File: src/sample_sync_defines.svh
// register offsets, field positions, reset values and timing counts for the sample sync block
`ifndef SAMPLE_SYNC_DEFINES_SVH
`define SAMPLE_SYNC_DEFINES_SVH

// ********************************
// register byte offsets
// ********************************
`define OFS_SAMPLE_SYNC_CONTROL 8'h10
`define OFS_SEQUENCE_CONFIG 8'h14
`define OFS_SAMPLE_PERIOD 8'h18
`define OFS_SEQUENCE_STATUS 8'h1C

// ********************************
// field positions
// ********************************
`define PIN_FUNC_MSB 3
`define PIN_FUNC_LSB 0
`define CFG_LED_EN_LSB 0
`define CFG_MUX_EN_LSB 3
`define CFG_AMBIENT_EN_BIT 6
`define CFG_SHUTDOWN_BIT 7

// ********************************
// reset values
// ********************************
`define SAMPLE_SYNC_CONTROL_RST 8'h00
`define SEQUENCE_CONFIG_RST 8'h80
`define SAMPLE_PERIOD_RST 8'h20

// ********************************
// timing counts
// ********************************
`define EXPOSE_TICKS 4'h2

`endif

File: src/sample_sync_pkg.sv
// types shared by the sample sync block
`default_nettype none

package sample_sync_pkg;

    // pin function codes handled here
    typedef enum logic [3:0] {
        PF_STANDALONE_INT = 4'h0,
        PF_STANDALONE_EXT = 4'h1,
        PF_SLAVE_INT = 4'h2,
        PF_SLAVE_EXT = 4'h3,
        PF_MASTER_INT = 4'h4,
        PF_MASTER_EXT = 4'h5
    } pin_func_e;

    // sequencer states, one-hot
    typedef enum logic [2:0] {
        SEQ_IDLE = 3'h1,
        SEQ_EXPOSE = 3'h2,
        SEQ_STORE = 3'h4
    } seq_state_e;

    // slot index: 0..2 direct drivers, 3..5 muxed, 6 ambient, 7 none
    typedef logic [2:0] slot_t;

endpackage : sample_sync_pkg

`default_nettype wire

File: src/sample_sync_pins.sv
// sample sync and auxiliary pin function logic with avalon-mm register slave
`default_nettype none

`include "sample_sync_defines.svh"

module sample_sync_pins
(
    // clock and reset
    input wire logic clk_sys,
    input wire logic rst,
    // avalon-mm slave
    input wire logic [7:0] avs_address,
    input wire logic avs_read,
    input wire logic avs_write,
    input wire logic [31:0] avs_writedata,
    output logic [31:0] avs_readdata,
    output logic avs_waitrequest,
    // internal 32768 hz oscillator
    input wire logic osc_32k_in,
    // auxiliary pin a
    input wire logic aux_pin_a_in,
    output logic aux_pin_a_out,
    output logic aux_pin_a_oe,
    // auxiliary pin b
    input wire logic aux_pin_b_in,
    output logic aux_pin_b_out,
    output logic aux_pin_b_oe,
    // led drivers and fifo write
    output logic [2:0] led_drive,
    output logic fifo_wr,
    output logic [2:0] fifo_tag
);

    // ********************************
    // helper functions
    // ********************************
    function automatic sample_sync_pkg::slot_t first_slot(input sample_sync_pkg::slot_t from,
                                                          input logic [6:0] en);
        sample_sync_pkg::slot_t found;
        logic hit;
        found = 3'h7;
        hit = 1'b0;
        for (int i = 0; i < 7; i++)
        begin
            if (!hit && (3'(i) >= from) && en[i])
            begin
                found = 3'(i);
                hit = 1'b1;
            end
        end
        return found;
    endfunction : first_slot

    function automatic logic is_muxed(input sample_sync_pkg::slot_t s);
        return (s >= 3'h3) && (s <= 3'h5);
    endfunction : is_muxed

    // ********************************
    // registers and state
    // ********************************
    logic [7:0] sync_control_reg;
    logic [7:0] seq_config_reg;
    logic [7:0] sample_period_reg;
    logic wait_reg;
    logic [31:0] readdata_reg;
    logic osc_s1_reg, osc_s2_reg, osc_s3_reg;
    logic pa_s1_reg, pa_s2_reg, pa_s3_reg;
    logic pb_s1_reg, pb_s2_reg, pb_s3_reg;
    logic [7:0] period_cnt_reg;
    logic [7:0] period_cnt_next;
    logic [3:0] exp_cnt_reg;
    logic [3:0] exp_cnt_next;
    sample_sync_pkg::seq_state_e state_reg;
    sample_sync_pkg::seq_state_e state_next;
    sample_sync_pkg::slot_t slot_reg;
    sample_sync_pkg::slot_t slot_next;
    logic [2:0] led_reg;
    logic [2:0] led_next;
    logic fifo_wr_reg;
    logic [2:0] fifo_tag_reg;
    logic pa_out_reg, pa_oe_reg, pb_out_reg, pb_oe_reg;

    // ********************************
    // bus decode
    // ********************************
    wire logic req = avs_read | avs_write;
    wire logic accept = req & ~wait_reg;
    wire logic hit_ctrl = (avs_address == `OFS_SAMPLE_SYNC_CONTROL);
    wire logic hit_cfg = (avs_address == `OFS_SEQUENCE_CONFIG);
    wire logic hit_period = (avs_address == `OFS_SAMPLE_PERIOD);
    wire logic hit_status = (avs_address == `OFS_SEQUENCE_STATUS);
    wire logic wr_ctrl = accept & avs_write & hit_ctrl;
    wire logic wr_cfg = accept & avs_write & hit_cfg;
    wire logic wr_period = accept & avs_write & hit_period;
    wire logic [7:0] status_val = {state_reg == sample_sync_pkg::SEQ_IDLE, slot_reg, 1'b0, led_reg};
    wire logic [31:0] read_mux =
        hit_ctrl ? {24'h000000, sync_control_reg} :
        hit_cfg ? {24'h000000, seq_config_reg} :
        hit_period ? {24'h000000, sample_period_reg} :
        hit_status ? {24'h000000, status_val} : 32'h00000000;

    // ********************************
    // mode decode
    // ********************************
    wire logic [3:0] pin_func = sync_control_reg[`PIN_FUNC_MSB:`PIN_FUNC_LSB];
    wire logic func_known = (pin_func <= 4'h5);
    wire logic mode_mux_a = (pin_func == sample_sync_pkg::PF_STANDALONE_INT) |
                            (pin_func == sample_sync_pkg::PF_STANDALONE_EXT);
    wire logic mode_mux_b = (pin_func == sample_sync_pkg::PF_SLAVE_INT) |
                            (pin_func == sample_sync_pkg::PF_MASTER_INT);
    wire logic mode_slave = (pin_func == sample_sync_pkg::PF_SLAVE_INT) |
                            (pin_func == sample_sync_pkg::PF_SLAVE_EXT);
    wire logic mode_master = (pin_func == sample_sync_pkg::PF_MASTER_INT) |
                             (pin_func == sample_sync_pkg::PF_MASTER_EXT);
    wire logic ext_sample_clk = (pin_func == sample_sync_pkg::PF_STANDALONE_EXT) |
                                (pin_func == sample_sync_pkg::PF_MASTER_EXT);
    wire logic ext_expose_clk = ext_sample_clk | (pin_func == sample_sync_pkg::PF_SLAVE_EXT);

    // ********************************
    // tick sources
    // ********************************
    wire logic osc_rise = osc_s2_reg & ~osc_s3_reg;
    wire logic pa_rise = pa_s2_reg & ~pa_s3_reg;
    wire logic pb_rise = pb_s2_reg & ~pb_s3_reg;
    wire logic sample_tick = ext_sample_clk ? pb_rise : osc_rise;
    wire logic expose_tick = ext_expose_clk ? pb_rise : osc_rise;

    // ********************************
    // sequence configuration
    // ********************************
    wire logic [2:0] led_en = seq_config_reg[`CFG_LED_EN_LSB +: 3];
    wire logic [2:0] mux_en = seq_config_reg[`CFG_MUX_EN_LSB +: 3];
    wire logic amb_en = seq_config_reg[`CFG_AMBIENT_EN_BIT];
    wire logic running = ~seq_config_reg[`CFG_SHUTDOWN_BIT] & func_known;
    wire logic [6:0] slot_en = {amb_en, mux_en, led_en};
    wire logic any_mux = |mux_en;
    wire logic period_last = (period_cnt_reg + 8'h01 >= sample_period_reg);
    wire logic period_hit = sample_tick & period_last;
    wire logic start_sample = running & (mode_slave ? pa_rise : period_hit);
    wire logic expose_done = expose_tick & (exp_cnt_reg == `EXPOSE_TICKS - 4'h1);
    wire sample_sync_pkg::slot_t first_en = first_slot(3'h0, slot_en);
    wire sample_sync_pkg::slot_t after_en = first_slot(slot_reg + 3'h1, slot_en);

    // ********************************
    // sequencer next state
    // ********************************
    always_comb
    begin
        state_next = state_reg;
        slot_next = slot_reg;
        exp_cnt_next = exp_cnt_reg;
        case (state_reg)
            sample_sync_pkg::SEQ_IDLE:
            begin
                if (start_sample && first_en != 3'h7)
                begin
                    state_next = sample_sync_pkg::SEQ_EXPOSE;
                    slot_next = first_en;
                    exp_cnt_next = 4'h0;
                end
            end
            sample_sync_pkg::SEQ_EXPOSE:
            begin
                if (!running)
                begin
                    state_next = sample_sync_pkg::SEQ_IDLE;
                end
                else if (expose_done)
                begin
                    state_next = sample_sync_pkg::SEQ_STORE;
                end
                else if (expose_tick)
                begin
                    exp_cnt_next = exp_cnt_reg + 4'h1;
                end
            end
            sample_sync_pkg::SEQ_STORE:
            begin
                exp_cnt_next = 4'h0;
                if (after_en == 3'h7 || !running)
                begin
                    state_next = sample_sync_pkg::SEQ_IDLE;
                end
                else
                begin
                    state_next = sample_sync_pkg::SEQ_EXPOSE;
                    slot_next = after_en;
                end
            end
            default:
            begin
                state_next = sample_sync_pkg::SEQ_IDLE;
            end
        endcase
    end

    // ********************************
    // output next values
    // ********************************
    wire logic exposing_next = (state_next == sample_sync_pkg::SEQ_EXPOSE);
    wire logic muxed_next = exposing_next & is_muxed(slot_next);
    wire logic busy_next = (state_next != sample_sync_pkg::SEQ_IDLE);
    wire logic [2:0] drv_index = is_muxed(slot_next) ? slot_next - 3'h3 : slot_next;
    assign led_next = (exposing_next && slot_next != 3'h6) ? (3'h1 << drv_index) : 3'h0;
    wire logic pa_oe_next = (mode_mux_a & any_mux) | mode_master;
    wire logic pa_out_next = mode_master ? busy_next : ~muxed_next;
    wire logic pb_oe_next = mode_mux_b & any_mux;
    wire logic pb_out_next = ~muxed_next;
    assign period_cnt_next = (!running || mode_slave || period_hit) ? 8'h00 :
                             sample_tick ? period_cnt_reg + 8'h01 : period_cnt_reg;

    // ********************************
    // bus slave
    // ********************************
    always_ff @(posedge clk_sys)
    begin
        if (rst)
        begin
            wait_reg <= 1'b1;
            readdata_reg <= 32'h00000000;
        end
        else
        begin
            wait_reg <= ~(req & wait_reg);
            readdata_reg <= read_mux;
        end
    end

    always_ff @(posedge clk_sys)
    begin
        if (rst)
        begin
            sync_control_reg <= `SAMPLE_SYNC_CONTROL_RST;
            seq_config_reg <= `SEQUENCE_CONFIG_RST;
            sample_period_reg <= `SAMPLE_PERIOD_RST;
        end
        else
        begin
            if (wr_ctrl)
            begin
                sync_control_reg <= avs_writedata[7:0];
            end
            if (wr_cfg)
            begin
                seq_config_reg <= avs_writedata[7:0];
            end
            if (wr_period)
            begin
                sample_period_reg <= avs_writedata[7:0];
            end
        end
    end

    // ********************************
    // synchronisers
    // ********************************
    always_ff @(posedge clk_sys)
    begin
        if (rst)
        begin
            {osc_s1_reg, osc_s2_reg, osc_s3_reg} <= 3'h0;
            // pins idle high behind pull-ups, no false edge
            {pa_s1_reg, pa_s2_reg, pa_s3_reg} <= 3'h7;
            {pb_s1_reg, pb_s2_reg, pb_s3_reg} <= 3'h7;
        end
        else
        begin
            {osc_s1_reg, osc_s2_reg, osc_s3_reg} <= {osc_32k_in, osc_s1_reg, osc_s2_reg};
            {pa_s1_reg, pa_s2_reg, pa_s3_reg} <= {aux_pin_a_in, pa_s1_reg, pa_s2_reg};
            {pb_s1_reg, pb_s2_reg, pb_s3_reg} <= {aux_pin_b_in, pb_s1_reg, pb_s2_reg};
        end
    end

    // ********************************
    // sequencer and pins
    // ********************************
    always_ff @(posedge clk_sys)
    begin
        if (rst)
        begin
            state_reg <= sample_sync_pkg::SEQ_IDLE;
            slot_reg <= 3'h0;
            exp_cnt_reg <= 4'h0;
            period_cnt_reg <= 8'h00;
            led_reg <= 3'h0;
            fifo_wr_reg <= 1'b0;
            fifo_tag_reg <= 3'h0;
            pa_out_reg <= 1'b0;
            pa_oe_reg <= 1'b0;
            pb_out_reg <= 1'b0;
            pb_oe_reg <= 1'b0;
        end
        else
        begin
            state_reg <= state_next;
            slot_reg <= slot_next;
            exp_cnt_reg <= exp_cnt_next;
            period_cnt_reg <= period_cnt_next;
            led_reg <= led_next;
            fifo_wr_reg <= (state_reg == sample_sync_pkg::SEQ_EXPOSE) & expose_done & running;
            fifo_tag_reg <= slot_reg;
            pa_out_reg <= pa_out_next;
            pa_oe_reg <= pa_oe_next;
            pb_out_reg <= pb_out_next;
            pb_oe_reg <= pb_oe_next;
        end
    end

    assign avs_waitrequest = wait_reg;
    assign avs_readdata = readdata_reg;
    assign led_drive = led_reg;
    assign fifo_wr = fifo_wr_reg;
    assign fifo_tag = fifo_tag_reg;
    assign aux_pin_a_out = pa_out_reg;
    assign aux_pin_a_oe = pa_oe_reg;
    assign aux_pin_b_out = pb_out_reg;
    assign aux_pin_b_oe = pb_oe_reg;

endmodule : sample_sync_pins

`default_nettype wire

File: config.mk
export PLATFORM = sky130hd
export DESIGN_NAME = sample_sync_pins
export DESIGN_NICKNAME = d
export VERILOG_FILES = /design/src/sample_sync_pkg.sv /design/src/sample_sync_pins.sv
export VERILOG_INCLUDE_DIRS = /design/src
export SDC_FILE = /design/constraint.sdc
export NUM_CORES = 1
export LEC_CHECK = 0
export ABC_AREA = 1
export BUFFER_PORTS_ARGS = -buffer_cell sky130_fd_sc_hd__buf_4
export CAP_MARGIN = 20
export CELL_PAD_IN_SITES_DETAIL_PLACEMENT = 1
export CELL_PAD_IN_SITES_GLOBAL_PLACEMENT = 1
export CORE_MARGIN = 5
export CORE_UTILIZATION = 35
export CTS_CLUSTER_SIZE = 14
export DETAILED_ROUTE_END_ITERATION = 8
export MAX_ROUTING_LAYER = met4
export PLACE_DENSITY = 0.81
export SLEW_MARGIN = 25
export SYNTH_ARGS = -nofsm -noshare
export SYNTH_HDL_FRONTEND = slang
export SYNTH_SLANG_ARGS = --single-unit
File: constraint.sdc
create_clock -name clk_sys -period 2.9 [get_ports clk_sys]
set_clock_uncertainty 0.2 [all_clocks]
set_input_delay 0.29 -clock clk_sys [delete_from_list [all_inputs] [get_ports clk_sys]]
set_output_delay 0.29 -clock clk_sys [all_outputs]
set_load 0.01 [all_outputs]
==> reports/results.md <==
• **most frequent standard cell in the layout excluding fill and tap cells** buf_4
• **CTS HTree Levels** 3
• **post-route antenna net violation count** 0
• **post-synthesis mux area share** 0%
• **number of design-rule violations left by the first detailed-router iteration** 193
• **total routing resource utilization after global routing** 20.4%
• **count of flip-flops with a built-in enable after synthesis** 0
• **count of final hold-check violations** 0
• **vias per cell** 5.15
• **classification of the worst setup path** reg -> reg
• **row cnt** 38
• **number of non-filler instances in the completed layout** 777
• **simple-gate share of the synthesized area** 29.2%
• **number of warnings printed during yosys synthesis** 0
• **violated checks** negative setup slack
• **required time of the worst setup path** 2.95 ns
• **clock edge transition at the registers on the reported setup and hold paths** 0.06 ns
• **Slew Viols, Final** 0
• **Global Route met2 Usage** 36.5%
• **Max Fclk** 308 MHz
• **Total Nets Final** 694
• **synthesis-stage register bit count** 71
• **overall routed net length** 13.1 mm
• **clock insertion delay at the later pin of the skew report** 0.35 ns
• **synthesized instance count** 541
• **via count of the first global-routing pass** 4236
• **final setup violation count** 12
• **hold crit path type** in -> reg
• **GRT busiest layer** met2
• **number of sinks driven by the clock tree** 71
• **proportion of synthesized chip area in sequential cells** 35.9%
• **number of antenna diodes** 0
• **width of the die** 116 um
• **average footprint of a synthesized cell** 7.31 um^2
• **number of buffers created by CTS** 9
• **global route overflow** 0
• **area of the core** 10900 um^2
• **clock tree from TritonCTS** built
• **total half-perimeter wirelength after legalization and detailed placement** 9.53 mm
• **endpoint type of the worst setup path** flop
• **post-synthesis cell area** 3960 um^2
• **number of iterations in the first detailed-routing pass** 4
• **power density over the cells** 445 nW/um^2
• **portion of the clock cycle consumed by the worst path in the final layout** 112%
• **number of input and output port buffers inserted** 42
• **Worst Slack Setup Final** -0.349 ns
• **Slowest-stage cell, CP** dfxtp_4
• **sort of element at the start of the critical path** flop
• **met3 track demand over resource** 3.11%
• **combinational family with the most area after synthesis** simple AND/OR/NAND/NOR gates
• **relative slew slack** 50.6%
• **post-synthesis share of cell area spent on xor and xnor gates** 1.77%
• **biggest fanout along the worst timing path** 6
• **clock tree root driver cell** clkbuf_16
• **Total Power Consumption** 2.32 mW
• **layout cell share with drive strength beyond 1** 28.7%
• **slew of the pin with the lowest slew margin** 0.739 ns
• **distinct cell type count after synthesis** 44
• **via total after detailed routing** 3999
• **dominant cell type by count on the critical path** nand2_2
• **run status** finished, violations left
• **count of buffering cells on the critical path with inverters included** 3
• **Routed WL per cell** 16.9 um
• **placed cells** 747
• **full die area** 13500 um^2
• **# fillers** 1384
• **Main synth FF type** dfxtp_1
• **number of maximum-capacitance constraint violations** 0
• **Layout Area Growth over Synthesis** 32.0%
• **leading cell types in the layout, fill and taps excluded** buf_4 (82), inv_1 (69), nand2_1 (68), dfxtp_1 (68), nor2_1 (62)
• **peak supply drop** 210 uV
• **pin count of the biggest net entering global routing** 31
• **setup repair after global routing missed its margin** yes
• **minimum clock period** 3.25 ns
• **number of antenna violations at the first check in global routing** 0
• **global-route wire length before repair** 20.8 mm
• **remaining design rule violation count** 0
• **fraction of the mapped netlist area in compound gates** 15.1%
• **Initial Util** 36.2%
• **die span in y** 116 um
• **final weighted congestion in routability-driven placement** 0.891
• **fraction of registers with async set/reset** 0%
• **cell leakage power** 2.46 nW
• **delay-heaviest family, CP** simple AND/OR/NAND/NOR gates
• **setup total negative slack** -2.64 ns
• **slowest cell delay on critical path** 0.38 ns
• **adder-cell share of the synthesized area** 4.75%
• **met1 Usage GRT** 22.7%
• **largest buffer count on any clock path** 2
• **data arrival time of the critical path** 3.30 ns
• **count of pins on the block boundary** 91
-- path summary, 6_finish.rpt --
kind                                             end  depth (start not counted)              start  slack [ns]
worst max-delay path                    led_drive[2]                         27  period_cnt_reg[0]       -0.35
worst min-delay path            sample_period_reg[5]                          3   avs_writedata[5]        0.01
worst max register to register          led_drive[2]                         27  period_cnt_reg[0]       -0.35
worst min register to register            osc_s2_reg                          2         osc_s1_reg        0.21
-- stage by stage --
step | util (%) | area [um^2] | setup slack, ns | hold WS, ns
CTS | 47.1 | 5150 | -0.334 | 0.00447
global route | 47.8 | 5220 | -0.537 | 0.0235
floorplan | - | 4100 | -0.127 | 0.180
finish | 47.8 | 5220 | -0.349 | 0.0104
detailed placement | 42.5 | 4650 | -0.427 | 0.202
global placement | 42.5 | 4650 | -0.228 | 0.193
-- repair_timing --
item / in CTS / in global routing
resized for setup: 19 / 17
pin swaps: 8 / 13
endpoints found under the hold margin: 4 / 0
setup endpoints to repair: 12 / 14
buffers inserted: 8 / 3
hold buffers: 5 / 0
-- kinds of logic (layout without fill, tap and decap cells) --
family / count (synthesis) / in the layout
compound gates: 103 / 103
flops: 71 / 71
simple gates: 228 / 228
buf+inv: 115 / 188
xor+xnor: 8 / 8
fa+ha+maj: 15 / 15
other cells: 1 / 24
-- layer usage --
layer / up-vias / wire length (um) / part of all wire (%)
li1: 1902 / - / -
met1: 1957 / 5300 / 40
met2: 113 / 6860 / 52
met3: 27 / 607 / 4.6
met4: 0 / 336 / 2.6
met5: - / 0 / 0
-- power breakdown --
| group | total (mW) | internal [mW] | switching [mW] | leakage (nW) |
|---|---|---|---|---|
| Sequential | 0.985 | 0.982 | 0.00290 | 0.577 |
| Combinational | 0.106 | 0.0403 | 0.0660 | 1.72 |
| Clock | 1.23 | 0.777 | 0.456 | 0.156 |
-- worst reg2reg max path: stages (launching register included) --
cell	delay, ns
dfxtp_4	0.38
nand3_4	0.07
inv_2	0.06
nand4_1	0.11
nor2_2	0.16
xor2_1	0.20
inv_1	0.10
ha_4	0.30
nand2_4	0.06
nor2_4	0.09
nand4_1	0.10
nand3_2	0.09
nand2_2	0.06
nand2_2	0.09
nand2_4	0.08
nand2_2	0.07
o21ai_2	0.06
nand2_2	0.09
nand3b_4	0.09
nand2_4	0.08
inv_2	0.04
ha_4	0.15
nor2_4	0.09
nand2_4	0.09
nand2_4	0.07
nand2_2	0.05
nand2_2	0.06
nor2_1	0.05
-- synth_stat cells (11+ instances only) --
master,instances,share of area (%)
nand3_1,21,2.7
nor3_1,13,1.6
o21ai_0,45,5.7
nand2_1,76,7.2
a21oi_1,31,3.9
nor2_1,66,6.3
inv_1,71,6.7
clkbuf_1,11,1.0
ha_1,15,4.7
dfxtp_1,71,36
buf_4,24,4.6
-- final cells by class --
cell class              count  area, um^2  share of cell area (%)
clock buffers              11         243                    4.65
clock inverters             5        81.3                    1.56
inverters                  79         297                    5.68
multi-input cells         378        2260                    43.3
flip-flops and latches     71        1430                    27.4
well taps                 140         175                    3.35
repair buffers             93         733                    14.0
No activity file was read; power rests on OpenSTA's default activity.
